--- config.mk ---
export PLATFORM = sky130hd
export DESIGN_NAME = nhi_decoder
export DESIGN_NICKNAME = d
export VERILOG_FILES = /design/src/nhi_pkg.sv /design/src/nhi_decoder.sv
export SDC_FILE = /design/constraint.sdc
export NUM_CORES = 1
export LEC_CHECK = 0
export ABC_AREA = 1
export BUFFER_PORTS_ARGS = -buffer_cell sky130_fd_sc_hd__buf_2
export CAP_MARGIN = 5
export CELL_PAD_IN_SITES_DETAIL_PLACEMENT = 0
export CELL_PAD_IN_SITES_GLOBAL_PLACEMENT = 2
export CORE_MARGIN = 2
export CORE_UTILIZATION = 33
export DETAILED_ROUTE_END_ITERATION = 10
export MAX_ROUTING_LAYER = met4
export PLACE_DENSITY = 0.88
export SYNTH_ARGS = -nofsm -noshare
export SYNTH_HDL_FRONTEND = slang
export SYNTH_SLANG_ARGS = --single-unit
--- constraint.sdc ---
create_clock -name clock -period 6.93 [get_ports clock]
set_input_delay 0.3465 -clock clock [delete_from_list [all_inputs] [get_ports clock]]
set_output_delay 0.3465 -clock clock [all_outputs]
set_load 0.05 [all_outputs]
--- src/nhi_pkg.sv ---
/*
 Package for the host instruction decoder: command codes, field sizes,
 status codes and the decoded-parameter structs.
 Assumes a byte stream from the host port framed by a start-of-instruction strobe.
*/
package nhi_pkg;
    localparam logic [7:0]  CMD_SWITCH_MODE    = 8'h0b;
    localparam logic [7:0]  CMD_CARD_AUTH      = 8'h0c;
    localparam logic [7:0]  CMD_TAG_INVENTORY  = 8'h0d;
    localparam logic [7:0]  MODE_LISTEN        = 8'h02;
    localparam logic [7:0]  KEY_TYPE_A         = 8'h60;
    localparam logic [7:0]  KEY_TYPE_B         = 8'h61;
    localparam logic [7:0]  STATUS_OK          = 8'h00;
    localparam logic [7:0]  STATUS_DENIED      = 8'h01;
    localparam logic [7:0]  STATUS_TIMEOUT     = 8'h02;
    localparam logic [7:0]  SUBMODE_END        = 8'h00;
    localparam logic [7:0]  SUBMODE_STANDBY    = 8'h01;
    localparam logic [7:0]  SUBMODE_NO_STANDBY = 8'h02;
    localparam logic [7:0]  SLOT_ALL           = 8'h00;
    localparam logic [7:0]  SLOT_ONE           = 8'h01;
    localparam logic [7:0]  SLOT_ONE_HANDLE    = 8'h02;
    localparam logic [7:0]  SELECT_MAX         = 8'h27;
    localparam logic [3:0]  KEY_BYTES          = 4'h6;
    localparam logic [3:0]  UID_BYTES          = 4'h4;
    localparam logic [3:0]  ROUND_BYTES        = 4'h3;
    localparam logic [15:0] WAKE_MAX_MS        = 16'h0a82;
    localparam logic [15:0] CRC16_INIT         = 16'hffff;
    localparam logic [15:0] CRC16_POLY         = 16'h1021;
    localparam logic [4:0]  CRC5_INIT          = 5'h09;
    localparam logic [4:0]  CRC5_POLY          = 5'h09;
    localparam logic [2:0]  VALID_ALL          = 3'h0;

    typedef struct packed {
        logic [47:0] key;
        logic        use_key_b;
        logic [7:0]  block;
        logic [31:0] uid;
    } nhi_auth_t;

    typedef struct packed {
        logic [7:0] tech_mask;
        logic       stop_no_field;
        logic       standby_no_field;
    } nhi_listen_t;

    typedef struct packed {
        logic        with_select;
        logic [5:0]  select_len;
        logic [2:0]  last_bits;
        logic [15:0] select_crc;
        logic [23:0] round;
        logic [4:0]  round_crc;
        logic        all_slots;
        logic        want_handle;
    } nhi_inv_t;
endpackage

--- src/nhi_decoder.sv ---
/*
 Host instruction decoder for card listen, key authentication and tag inventory.
 Assumes the host port delivers whole bytes on the same clock with a start strobe,
 and that the RF engine answers starts with done and a result status.
*/
// What this block does
// - Listen only for technologies in mask.
// - Sub-mode zero ends listening without field.
// - Sub-mode one standby, two never standby.
// - Authenticate: key, type, block, UID; status.
// - Key type codes select key A/B.
// - Any block address byte accepted.
// - Status zero ok, one denied, two timeout.
// - Second general timer reserved during authentication.
// - Inventory length byte, zero means no Select.
// - Valid bits zero sends whole last byte.
// - Timeslot byte selects all, one, one+handle.
`timescale 1ns/1ps
module nhi_decoder
(
    input  wire logic               clock,
    input  wire logic               reset_n,
    input  wire logic               host_start,
    input  wire logic               host_valid,
    input  wire logic [7:0]         host_byte,
    input  wire logic               rf_field,
    input  wire logic               rf_done,
    input  wire logic [1:0]         rf_result,
    output logic                    listen_active,
    output logic                    listen_standby,
    output nhi_pkg::nhi_listen_t    listen_cfg,
    output logic                    listen_end_irq,
    output logic                    auth_start,
    output nhi_pkg::nhi_auth_t      auth_cfg,
    output logic                    second_general_timer_reserved,
    output logic                    status_valid,
    output logic [7:0]              status_byte,
    output logic                    inv_start,
    output nhi_pkg::nhi_inv_t       inv_cfg,
    output logic                    select_byte_valid,
    output logic [7:0]              select_byte,
    output logic                    cmd_invalid
);
    // ==========================================================
    // CRC helpers
    function automatic logic [15:0] crc16_byte(input logic [15:0] c, input logic [7:0] d);
        logic [15:0] r;
        r = c;
        for (int i = 7; i >= 0; i--)
            r = (r[15] ^ d[i]) ? ((r << 1) ^ nhi_pkg::CRC16_POLY) : (r << 1);
        return r;
    endfunction

    function automatic logic [4:0] crc5_byte(input logic [4:0] c, input logic [7:0] d);
        logic [4:0] r;
        r = c;
        for (int i = 7; i >= 0; i--)
            r = (r[4] ^ d[i]) ? ((r << 1) ^ nhi_pkg::CRC5_POLY) : (r << 1);
        return r;
    endfunction

    // ==========================================================
    // Reset release
    logic rst_meta_reg;
    logic rst_sync_reg;
    always_ff @(posedge clock or negedge reset_n)
    begin
        if (!reset_n)
        begin
            rst_meta_reg <= 1'b0;
            rst_sync_reg <= 1'b0;
        end
        else
        begin
            rst_meta_reg <= 1'b1;
            rst_sync_reg <= rst_meta_reg;
        end
    end

    // ==========================================================
    // Field pin synchroniser
    logic [2:0] field_sync_reg;
    logic       field_reg;
    logic       field_next;
    always_comb
    begin
        field_next = field_reg;
        if (field_sync_reg[1] == field_sync_reg[2])
            field_next = field_sync_reg[2];
    end

    // ==========================================================
    // Instruction parser
    typedef enum logic [3:0] {
        ST_CMD, ST_MODE, ST_TECH, ST_SUB, ST_LISTEN,
        ST_KEY, ST_KTYPE, ST_BLOCK, ST_UID, ST_AUTH,
        ST_SLEN, ST_VBITS, ST_SEL, ST_ROUND, ST_SLOT, ST_SKIP
    } nhi_state_t;

    nhi_state_t          state_reg, state_next;
    logic [3:0]          cnt_reg, cnt_next;
    logic [5:0]          sel_cnt_reg, sel_cnt_next;
    nhi_pkg::nhi_listen_t lcfg_reg, lcfg_next;
    nhi_pkg::nhi_auth_t  acfg_reg, acfg_next;
    nhi_pkg::nhi_inv_t   icfg_reg, icfg_next;
    logic                lact_reg, lact_next;
    logic                lsb_reg, lsb_next;
    logic                lirq_reg, lirq_next;
    logic                ast_reg, ast_next;
    logic                t2_reg, t2_next;
    logic                sv_reg, sv_next;
    logic [7:0]          sb_reg, sb_next;
    logic                ist_reg, ist_next;
    logic                selv_reg, selv_next;
    logic [7:0]          selb_reg, selb_next;
    logic                inv_reg, inv_next;

    always_comb
    begin
        state_next   = state_reg;
        cnt_next     = cnt_reg;
        sel_cnt_next = sel_cnt_reg;
        lcfg_next    = lcfg_reg;
        acfg_next    = acfg_reg;
        icfg_next    = icfg_reg;
        lact_next    = lact_reg;
        lsb_next     = lsb_reg;
        lirq_next    = 1'b0;
        ast_next     = 1'b0;
        t2_next      = t2_reg;
        sv_next      = 1'b0;
        sb_next      = sb_reg;
        ist_next     = 1'b0;
        selv_next    = 1'b0;
        selb_next    = selb_reg;
        inv_next     = 1'b0;
        if (host_start && state_reg != ST_LISTEN && state_reg != ST_AUTH)
        begin
            state_next = ST_CMD;
        end
        else if (host_valid)
        begin
            case (state_reg)
                ST_CMD:
                begin
                    cnt_next = 4'h0;
                    icfg_next.select_crc = nhi_pkg::CRC16_INIT;
                    icfg_next.round_crc  = nhi_pkg::CRC5_INIT;
                    case (host_byte)
                        nhi_pkg::CMD_SWITCH_MODE:   state_next = ST_MODE;
                        nhi_pkg::CMD_CARD_AUTH:     state_next = ST_KEY;
                        nhi_pkg::CMD_TAG_INVENTORY: state_next = ST_SLEN;
                        default:                    state_next = ST_SKIP;
                    endcase
                end
                ST_MODE:
                    state_next = (host_byte == nhi_pkg::MODE_LISTEN) ? ST_TECH : ST_SKIP;
                ST_TECH:
                begin
                    lcfg_next.tech_mask = host_byte;
                    state_next = ST_SUB;
                end
                ST_SUB:
                begin
                    lcfg_next.stop_no_field    = (host_byte == nhi_pkg::SUBMODE_END);
                    lcfg_next.standby_no_field = (host_byte == nhi_pkg::SUBMODE_STANDBY);
                    if (host_byte > nhi_pkg::SUBMODE_NO_STANDBY)
                    begin
                        inv_next   = 1'b1;
                        state_next = ST_SKIP;
                    end
                    else
                    begin
                        lact_next  = 1'b1;
                        state_next = ST_LISTEN;
                    end
                end
                ST_KEY:
                begin
                    acfg_next.key = {acfg_reg.key[39:0], host_byte};
                    cnt_next = cnt_reg + 4'h1;
                    if (cnt_reg == nhi_pkg::KEY_BYTES - 4'h1)
                        state_next = ST_KTYPE;
                end
                ST_KTYPE:
                begin
                    // code picks key A or B
                    acfg_next.use_key_b = (host_byte == nhi_pkg::KEY_TYPE_B);
                    cnt_next = 4'h0;
                    if (host_byte != nhi_pkg::KEY_TYPE_A && host_byte != nhi_pkg::KEY_TYPE_B)
                    begin
                        inv_next   = 1'b1;
                        state_next = ST_SKIP;
                    end
                    else
                        state_next = ST_BLOCK;
                end
                ST_BLOCK:
                begin
                    acfg_next.block = host_byte;
                    state_next = ST_UID;
                end
                ST_UID:
                begin
                    acfg_next.uid = {acfg_reg.uid[23:0], host_byte};
                    cnt_next = cnt_reg + 4'h1;
                    if (cnt_reg == nhi_pkg::UID_BYTES - 4'h1)
                    begin
                        ast_next   = 1'b1;
                        t2_next    = 1'b1;
                        state_next = ST_AUTH;
                    end
                end
                ST_SLEN:
                begin
                    icfg_next.with_select = (host_byte != 8'h00);
                    icfg_next.select_len  = host_byte[5:0];
                    icfg_next.last_bits   = nhi_pkg::VALID_ALL;
                    sel_cnt_next = 6'h00;
                    if (host_byte > nhi_pkg::SELECT_MAX)
                    begin
                        inv_next   = 1'b1;
                        state_next = ST_SKIP;
                    end
                    else
                        state_next = (host_byte == 8'h00) ? ST_ROUND : ST_VBITS;
                end
                ST_VBITS:
                begin
                    icfg_next.last_bits = host_byte[2:0];
                    state_next = ST_SEL;
                end
                ST_SEL:
                begin
                    selv_next = 1'b1;
                    selb_next = host_byte;
                    icfg_next.select_crc = crc16_byte(icfg_reg.select_crc, host_byte);
                    sel_cnt_next = sel_cnt_reg + 6'h01;
                    if (sel_cnt_reg + 6'h01 == icfg_reg.select_len)
                        state_next = ST_ROUND;
                end
                ST_ROUND:
                begin
                    icfg_next.round = {icfg_reg.round[15:0], host_byte};
                    icfg_next.round_crc = crc5_byte(icfg_reg.round_crc, host_byte);
                    cnt_next = cnt_reg + 4'h1;
                    if (cnt_reg == nhi_pkg::ROUND_BYTES - 4'h1)
                        state_next = ST_SLOT;
                end
                ST_SLOT:
                begin
                    icfg_next.all_slots   = (host_byte == nhi_pkg::SLOT_ALL);
                    icfg_next.want_handle = (host_byte == nhi_pkg::SLOT_ONE_HANDLE);
                    if (host_byte > nhi_pkg::SLOT_ONE_HANDLE)
                        inv_next = 1'b1;
                    else
                        ist_next = 1'b1;
                    state_next = ST_SKIP;
                end
                default:
                    state_next = state_reg;
            endcase
        end
        if (state_reg == ST_LISTEN)
        begin
            if (!field_reg && lcfg_reg.stop_no_field)
            begin
                lact_next  = 1'b0;
                lsb_next   = 1'b0;
                lirq_next  = 1'b1;
                state_next = ST_SKIP;
            end
            else
                lsb_next = !field_reg && lcfg_reg.standby_no_field;
        end
        if (state_reg == ST_AUTH && rf_done)
        begin
            case (rf_result)
                2'h0:    sb_next = nhi_pkg::STATUS_OK;
                2'h1:    sb_next = nhi_pkg::STATUS_DENIED;
                default: sb_next = nhi_pkg::STATUS_TIMEOUT;
            endcase
            sv_next    = 1'b1;
            t2_next    = 1'b0;
            state_next = ST_SKIP;
        end
    end

    always_ff @(posedge clock or negedge rst_sync_reg)
    begin
        if (!rst_sync_reg)
        begin
            field_sync_reg <= 3'h0;
            field_reg      <= 1'b0;
            state_reg      <= ST_SKIP;
            cnt_reg        <= 4'h0;
            sel_cnt_reg    <= 6'h00;
            lcfg_reg       <= '0;
            acfg_reg       <= '0;
            icfg_reg       <= '0;
            lact_reg       <= 1'b0;
            lsb_reg        <= 1'b0;
            lirq_reg       <= 1'b0;
            ast_reg        <= 1'b0;
            t2_reg         <= 1'b0;
            sv_reg         <= 1'b0;
            sb_reg         <= 8'h00;
            ist_reg        <= 1'b0;
            selv_reg       <= 1'b0;
            selb_reg       <= 8'h00;
            inv_reg        <= 1'b0;
        end
        else
        begin
            field_sync_reg <= {field_sync_reg[1:0], rf_field};
            field_reg      <= field_next;
            state_reg      <= state_next;
            cnt_reg        <= cnt_next;
            sel_cnt_reg    <= sel_cnt_next;
            lcfg_reg       <= lcfg_next;
            acfg_reg       <= acfg_next;
            icfg_reg       <= icfg_next;
            lact_reg       <= lact_next;
            lsb_reg        <= lsb_next;
            lirq_reg       <= lirq_next;
            ast_reg        <= ast_next;
            t2_reg         <= t2_next;
            sv_reg         <= sv_next;
            sb_reg         <= sb_next;
            ist_reg        <= ist_next;
            selv_reg       <= selv_next;
            selb_reg       <= selb_next;
            inv_reg        <= inv_next;
        end
    end

    // ==========================================================
    // Outputs
    assign listen_active     = lact_reg;
    assign listen_standby    = lsb_reg;
    assign listen_cfg        = lcfg_reg;
    assign listen_end_irq    = lirq_reg;
    assign auth_start        = ast_reg;
    assign auth_cfg          = acfg_reg;
    assign second_general_timer_reserved   = t2_reg;
    assign status_valid      = sv_reg;
    assign status_byte       = sb_reg;
    assign inv_start         = ist_reg;
    assign inv_cfg           = icfg_reg;
    assign select_byte_valid = selv_reg;
    assign select_byte       = selb_reg;
    assign cmd_invalid       = inv_reg;
endmodule

# After elaboration in Yosys (flattened, before gate mapping)

Cells that the tools add are included.

$add $sub $neg: 2
Magnitude comparators: 2
Equality and inequality tests: 31
Mux-type cells: 70
Bitwise logic cells: 33
Reduce and logical (&&, ||, !) cells: 38

Operator list:

| cell                 | count |
|---|---|
| $mux W13             | 8 |
| $mux W4              | 20 |
| $pmux W4 S13         | 1 |
| $reduce_and A3 Y1    | 15 |
| $pmux W16 S2         | 1 |
| $mux W1              | 31 |
| $eq A4 B4 Y1 const B | 7 |
| $eq A8 B4 Y1 const B | 3 |
| $not A3 Y3           | 8 |
| $eq A4 B3 Y1 const B | 5 |
| $eq A4 B2 Y1 const B | 4 |
| $ne A8 B7 Y1 const B | 2 |
| $not A2 Y2           | 8 |
| $reduce_bool A2 Y1   | 8 |
| $xor A1 B1 Y1        | 16 |
| $pmux W4 S3          | 1 |
| $pmux W6 S2          | 1 |
| $pmux W5 S2          | 1 |
| $eq A8 B1 Y1 const B | 1 |
| $eq A8 B2 Y1 const B | 1 |
| $eq A8 B7 Y1 const B | 1 |
| $gt A8 B2 Y1 const B | 1 |
| $gt A8 B6 Y1 const B | 1 |
| $logic_not A8 Y1     | 1 |
| 23 further kinds     | 30 |

Flip-flop bits (word level): 201
Output and inout bits: 181

# Depth between registers and ports, before layout

Gate-level depths: netlist of the first run.

Depth after elaboration: 17
Mapped depth: 15

# Worst setup path after synthesis of the first run

No wires, ideal clock.

Path kind: register to register
Start point: reg state_reg[1]
End point: reg acfg_reg (netlist bit auth_cfg[65])
Arrival time: 1.712 ns
Required time: 6.805 ns
Path slack: 5.093 ns
Cell stages (with the launch flop): 12
Period minus slack after synthesis: 1.837 ns
Path through: dfstp_2 inv_2 nand2_1 nor2_4 nor2_2 nand2_2 nand2_4 inv_4 nand2_2 buf_6 buf_6 mux2_4

Longest elaborated chain between the ends: 5
Elaborated cells between the ends (all ways): 7

RTL lines:

| element                                | RTL line           | RTL |
|---|---|---|
| start, declared                        | nhi_decoder.sv:100 | `nhi_state_t state_reg, state_next;` |
| start signal, assigned                 | nhi_decoder.sv:317 | `state_reg <= state_next;` |
| $ne A4 B3 Y1                           | nhi_decoder.sv:137 | `if (host_start && state_reg != ST_LISTEN && state_reg != ST_AUTH)` |
| $logic_and A1 B1 Y1 (2 in a row)       | nhi_decoder.sv:137 |  |
| $not A1 Y1 (no source line)            | n/a                |  |
| $reduce_and A3 Y1 (no source line) (*) | n/a                |  |
| end signal, assigned                   | nhi_decoder.sv:321 | `acfg_reg <= acfg_next;` |
| end, declared                          | nhi_decoder.sv:104 | `nhi_pkg::nhi_auth_t acfg_reg, acfg_next;` |

Every way passes the cells marked *; elsewhere a longest branch is shown, timed or not.
A chain may end at the register's enable or synchronous reset.

# Worst setup path in the final report of the first run

Start point: reg state_reg[2]
End point: reg icfg_reg (netlist bit inv_cfg[6])

Longest elaborated chain between the ends: 5
Elaborated cells between the ends (all ways): 10

RTL lines:

| element                            | RTL line           | RTL |
|---|---|---|
| $ne A4 B3 Y1                       | nhi_decoder.sv:137 |  |
| $logic_and A1 B1 Y1 (2 in a row)   | nhi_decoder.sv:137 |  |
| $not A1 Y1 (no source line)        | n/a                |  |
| $reduce_and A3 Y1 (no source line) | n/a                |  |
| end signal, assigned               | nhi_decoder.sv:322 | `icfg_reg <= icfg_next;` |
| end, declared                      | nhi_decoder.sv:105 | `nhi_pkg::nhi_inv_t icfg_reg, icfg_next;` |

Parallel ways exist; a longest one is shown, timed or not.

==> results.py, run 1 <==
metrics = {
    "routing": {
        "drc": 0,
        "avgViaCountPerCell": 4.68,
        "wl_per_cell_um": 16.4,
        "vias": 6598,
        "wl_mm": 23.1,
        "drtPass1Iterations": 7,
        "ant_nets": 0,
        "drt_iter0_drc": 429,
    },
    "clock_network": {
        "cts-resized-gates": 0,
        "insertion_delay_ps": 440,
        "cts_tree": "yes",
        "post_cts_buffers": 0,
        "cts_sinks": 195,
        "cts_hold_buf": 2,
        "clock_path_buffers": 2,
        "cts_root_buf": "clkbuf_16",
        "htreeDepth": 4,
        "cts_buffers": 17,
        "clk_pin_slew_worst_paths_ps": 80,
    },
    "logic_synthesis": {
        "synth_area_um2": 8560,
        "ys_types": 41,
        "synth_edf_count": 0,
        "seq_area_frac_synth_pct": 57.1,
        "yosysWarnings": 0,
        "ys_ff_latch": 195,
        "async_reset_ff_share_pct": 100,
        "syn_inst": 879,
        "syn_avg_cell_area_um2": 9.73,
        "synth-main-ff-cell": "dfrtp_1",
    },
    "sta": {
        "fin_ws_ps": 4250,
        "period_needed_ps": 2680,
        "fmax_mhz": 373,
        "tightestPinTransition_ps": 926,
        "setup_tns_ps": 0,
        "finalMaxSlewViolations": 0,
        "final.setup_skew_ps": 19.5,
        "rsz0062_at_grt": "no",
        "maxSlewHeadroom_pct": 38.2,
        "timing.final.crit_share_pct": 38.7,
        "setup_violations": 0,
        "final_hold_viol_count": 0,
    },
    "critical_path": {
        "cp.required_ps": 7250,
        "cp_slowest_cell": "dfstp_2",
        "end_kind": "flip-flop",
        "startpoint_type": "flip-flop",
        "critical_path.max_fanout": 38,
        "cp_common_cell": "nand2_2",
        "r2r_start": "state_reg[2]",
        "reg2reg_depth": 12,
        "r2r-end": "inv_cfg[6]",
        "reg2reg_slack_ps": 4250,
        "slowest_delay_ps": 570,
        "worstSetupPathType": "flip-flop to flip-flop",
        "cp_cell_sequence": "inv_2 > nand2_2 > nor2_4 > nor2_2 > nand2_2 > nand2_4 > inv_4 > nand2_1 > buf_4 > clkinv_1 > nand3_1 > o21ai_0",
        "arrival_ps": 3000,
    },
    "min_path": {
        "hold_depth": 2,
        "min_from": "rf_result[0]",
        "min_to": "status_byte[0]",
        "hp-class": "primary input to flip-flop",
    },
    "final_layout": {
        "largest_reg_flops": 89,
        "nets": 1087,
        "final_common_cell": "nand2_1",
        "syn_to_final_growth_pct": 22.1,
        "drive_gt1_share_pct": 28.8,
        "n_antenna_cell": 0,
        "final_cell_mix": "nand2_1 (234), dfrtp_1 (190), buf_2 (190)",
    },
    "floorplan": {
        "initial_core_util_pct": 33.8,
        "die_area_um2": 27200,
        "ios": 197,
        "die_w_um": 165,
        "rows": 58,
        "chipHeight_um": 165,
        "coreArea_um2": 25300,
    },
    "power": {
        "power.total_w": 0.00536,
        "total_leakage_power_nw": 5.72,
        "power_density_nw_per_um2": 513,
        "irDropWorstVdd_uv": 247,
    },
    "placed_design": {
        "io_buffer_count": 190,
        "routabilityCongestion": 0.898,
        "hpwl_mm": 16.4,
        "place_ws_ps": 4270,
    },
    "status": {
        "status": "finished, final reports clean",
    },
    "grt": {
        "grt_overflow": 0,
        "grt_max_degree": 71,
        "grt_antenna_before_repair": 0,
        "grt_pass1_vias": 6354,
        "grt_usage_pct": 17.5,
        "grt_pass1_wl_mm": 35.8,
    },
    "job": {
        "maxCapViolations": 0,
    },
}
==> worst max-delay path by stage <==
stage / from / end / slack (ps) / cells after the start
after floorplan: rst_sync_reg / auth_cfg[0] / 1100 / 0
after global placement: state_reg[1] / inv_cfg[6] / 4330 / 12
after detailed placement: state_reg[1] / inv_cfg[6] / 4270 / 12
after CTS: state_reg[2] / inv_cfg[6] / 4250 / 12
after global routing: state_reg[1] / inv_cfg[6] / 3990 / 12
final: state_reg[2] / inv_cfg[6] / 4250 / 12
==> power breakdown <==
| part | total (W) | switching (W) | internal, W |
|---|---|---|---|
| registers | 0.00180 | 0.000299 | 0.00150 |
| clock network | 0.00106 | 0.000522 | 0.000536 |
| logic | 0.00250 | 0.00188 | 0.000614 |
| total | 0.00536 | 0.00270 | 0.00265 |
==> layer usage <==
| layer | vias to the layer above | track usage (%) | part of all wire [%] |
|---|---|---|---|
| li1 | 3210 | - | - |
| met1 | 3173 | 23.3 | 47 |
| met2 | 190 | 27.4 | 46 |
| met3 | 25 | 3.87 | 5.1 |
| met4 | 0 | 4.11 | 1.5 |
| met5 | - | - | 0 |
==> cells in the mapped netlist, types with 3 or more instances <==
library cell  count  share of area [%]
xor2_1           11                1.1
nor4_1            3               0.22
mux2_4           24                4.2
o22ai_1          13               0.95
nand2_1         234                 10
inv_2             3               0.13
dfrtp_1         191                 56
clkbuf_1         11               0.48
buf_2            11               0.64
nor2_1           65                2.9
buf_4             6               0.53
nand2_2           7               0.51
nor3_1            6               0.35
inv_1            74                3.2
xnor2_1          12                1.2
dfstp_2           4                1.2
mux2_2           39                5.1
ha_1              4               0.58
nand3_1          30                1.8
a21oi_1          17               0.99
nand4_1           3               0.22
clkinv_1          3               0.13
buf_6             4               0.53
nand3b_1          3               0.26
o21ai_0          80                4.7
==> critical path: cells and delay by family, from the launching register on <==
family,cells,cell delay [ps]
and+or+nand+nor,7,880
buffers and inverters,4,1010
DFF,1,570
AOI/OAI and AO/OA,1,100
==> stage by stage <==
stage | cell area, µm² | hold slack [ps] | util (%) | instances
2_1_floorplan | 8580 | 50.9 | - | 884
3_3_place_gp | 9790 | 135 | 38.6 | 1376
3_5_place_dp | 9790 | 138 | 38.6 | 1376
4_1_cts | 10400 | 112 | 41.3 | 1410
5_1_grt | 10400 | 114 | 41.3 | 1410
6_report | 10400 | 131 | 41.3 | 1410
==> kinds of logic after synthesis <==
kind of cell,share of synthesized area (%)
buffers and inverters,5.76
AND/OR/NAND/NOR,17.1
flip-flops,57.1
XOR/XNOR,2.35
AO/OA/AOI/OAI,7.56
adder cells (fa/ha/maj),0.702
other,0.0878
multiplexers,9.34
==> final cells by class <==
cell class | count | area, µm²
fill | 2519 | 14900
sequential | 195 | 4890
multi-input combinational | 576 | 3200
timing repair buffer | 196 | 1000
clock buffer | 17 | 425
tap | 330 | 413
inverter | 81 | 307
clock inverter | 15 | 215
(Power assumes the default switching activity.)
==> run 2: changes to the inputs <==
- clock period: 6.93 -> 2.5 ns (I/O delays scaled with it)
==> run 2 against run 1 <==
Effect of this change: sequential cell count did not move; sequential power rose to 2.8 times the previous value; register-to-register slack got worse by 3900 ps; worst hold slack got worse by 100 ps; clock-buffer cell count unchanged; cell area is 2.2% higher; combinational power increased to 2.8 times the previous value; die area stayed put; first-iteration DRC count is 5.6% lower; critical path depth shrank 1; sequential share of layout area decreased by 1.0 points; highest routed layer unchanged.
==> results.py, run 2 (synthesis gave the netlist of run 1 again) <==
metrics = {
    "status": {
        "status": "finished, final reports clean",
    },
    "routing": {
        "avgViaCountPerCell": 4.62,
        "vias": 6622,
        "ant_nets": 0,
        "drt_iter0_drc": 405,
        "drc": 0,
        "drtPass1Iterations": 5,
        "wl_per_cell_um": 16.4,
        "wl_mm": 23.5,
    },
    "floorplan": {
        "initial_core_util_pct": 33.8,
        "die_w_um": 165,
        "ios": 197,
        "rows": 58,
        "die_area_um2": 27200,
        "coreArea_um2": 25300,
        "chipHeight_um": 165,
    },
    "critical_path": {
        "end_kind": "flip-flop",
        "arrival_ps": 2510,
        "cp_cell_sequence": "inv_2 > nand2_2 > nor2_4 > nor2_2 > nand2_2 > nand2_4 > inv_4 > nand2_2 > buf_4 > nand2_1 > a21oi_1",
        "critical_path.max_fanout": 21,
        "slowest_delay_ps": 570,
        "cp.depth": 11,
        "worst-path-buf-inv": 3,
        "cp_common_cell": "nand2_2",
        "cp.required_ps": 2850,
        "cpLargestDelayFamily": "simple AND/OR/NAND/NOR gates",
        "reg2reg_depth": 11,
        "cp_slowest_cell": "dfstp_2",
        "startpoint_type": "flip-flop",
        "worstSetupPathType": "flip-flop to flip-flop",
    },
    "power": {
        "power.total_w": 0.0149,
        "p_comb_share_pct": 47.0,
        "p_sw_w": 0.00748,
        "p_int_w": 0.00739,
        "irDropWorstVdd_uv": 682,
        "total_leakage_power_nw": 5.84,
        "p_sw_share_pct": 50.3,
        "power_frac_clock_pct": 19.5,
        "power_frac_seq_pct": 33.5,
        "power_density_nw_per_um2": 1390,
    },
    "grt": {
        "grt_max_degree": 57,
        "grt_usage_pct": 18.1,
        "grt_overflow": 0,
        "grt_pass1_wl_mm": 36.4,
        "grt_antenna_before_repair": 0,
        "grt_pass1_vias": 6496,
    },
    "final_layout": {
        "final_cell_mix": "nand2_1 (234), dfrtp_1 (190), buf_2 (190)",
        "largest_reg_flops": 89,
        "final_common_cell": "nand2_1",
        "drive_gt1_share_pct": 29.9,
        "syn_to_final_growth_pct": 24.8,
        "final_area_um2": 10700,
        "n_antenna_cell": 0,
        "nets": 1109,
    },
    "min_path": {
        "hp-class": "primary input to async pin",
    },
    "clock_network": {
        "clk_pin_slew_worst_paths_ps": 80,
        "cts_buffers": 17,
        "cts_sinks": 195,
        "clock_path_buffers": 2,
        "post_cts_buffers": 0,
        "cts_root_buf": "clkbuf_16",
        "cts_tree": "yes",
        "htreeDepth": 4,
        "insertion_delay_ps": 430,
    },
    "sta": {
        "timing.final.crit_share_pct": 86.7,
        "period_needed_ps": 2170,
        "setup_tns_ps": 0,
        "rsz0062_at_grt": "no",
        "fmax_mhz": 461,
        "finalMaxSlewViolations": 0,
        "setup_violations": 0,
        "maxSlewHeadroom_pct": 55.0,
        "tightestPinTransition_ps": 675,
        "final_hold_viol_count": 0,
        "final.setup_skew_ps": 9.79,
    },
    "job": {
        "maxCapViolations": 0,
    },
    "placed_design": {
        "io_buffer_count": 190,
        "routabilityCongestion": 0.859,
        "hpwl_mm": 17.2,
        "dpl_cell_area_um2": 9990,
    },
}
run 2: cell types whose count changed in the layout (fill, tap and decap cells not counted):
cell	change
buf_12	+5
buf_4	+14
clkinv_4	+1
clkinv_8	+3
clkinvlp_4	+1
dlygate4sd3_1	+3
inv_12	-2
inv_8	-3
run 2: worst reg2reg max path, stage by stage, from the launching register on:
cell	delay [ps]
dfstp_2	570
inv_2	60
nand2_2	130
nor2_4	70
nor2_2	110
nand2_2	80
nand2_4	130
inv_4	70
nand2_2	180
buf_4	270
nand2_1	190
a21oi_1	220
run 2: path summary, 6_finish.rpt:
path | startpoint | endpoint | slack [ps]
max | state_reg[2] | sel_cnt_reg[0] | 330
min | reset_n | rst_sync_reg | 30
max reg2reg | state_reg[2] | sel_cnt_reg[0] | 330
min reg2reg | rst_meta_reg | rst_sync_reg | 350
max in group asynchronous | rst_sync_reg | auth_cfg[63] | 1420
min in group clock | rf_done | status_valid | 70
run 2: layer usage:
metal | GRT usage (%) | wire (µm)
met5 | - | 0
met1 | 23.8 | 11000
met2 | 27.9 | 10800
met4 | 6.05 | 527
met3 | 3.77 | 1160
run 2: per-stage QoR:
stage	std cells	hold WS (ps)	setup slack, ps	utilization (%)
after floorplan	884	-171	508	-
after global placement	1395	-86.0	460	39.5
after detailed placement	1395	-85.8	372	39.5
after CTS	1432	7.08	332	42.2
after global routing	1432	5.56	172	42.2
final	1432	27.4	333	42.2
run 2: cell type report:
cell class              count  area, µm²
repair buffers            218       1240
inverters                  81        307
well taps                 330        413
clock buffers              17        425
clock inverters            15        214
flip-flops and latches    195       4890
fillers                  2486      14600
multi-input cells         576       3200
run 2: power by group through the flow:
stage	combinational (W)	clock, W	sequential (W)
5_1_grt	0.00751	0.00310	0.00513
3_5_place_dp	0.00702	0	0.00504
6_report	0.00699	0.00290	0.00498
4_1_cts	0.00705	0.00297	0.00499
2_1_floorplan	0.00222	0	0.00802
3_3_place_gp	0.00700	0	0.00500
run 2: repair_timing:
| item | in CTS | in global routing |
|---|---|---|
| gates resized for setup | 0 | 0 |
| hold buffers | 5 | 0 |
| endpoints found under the hold margin | 8 | 0 |
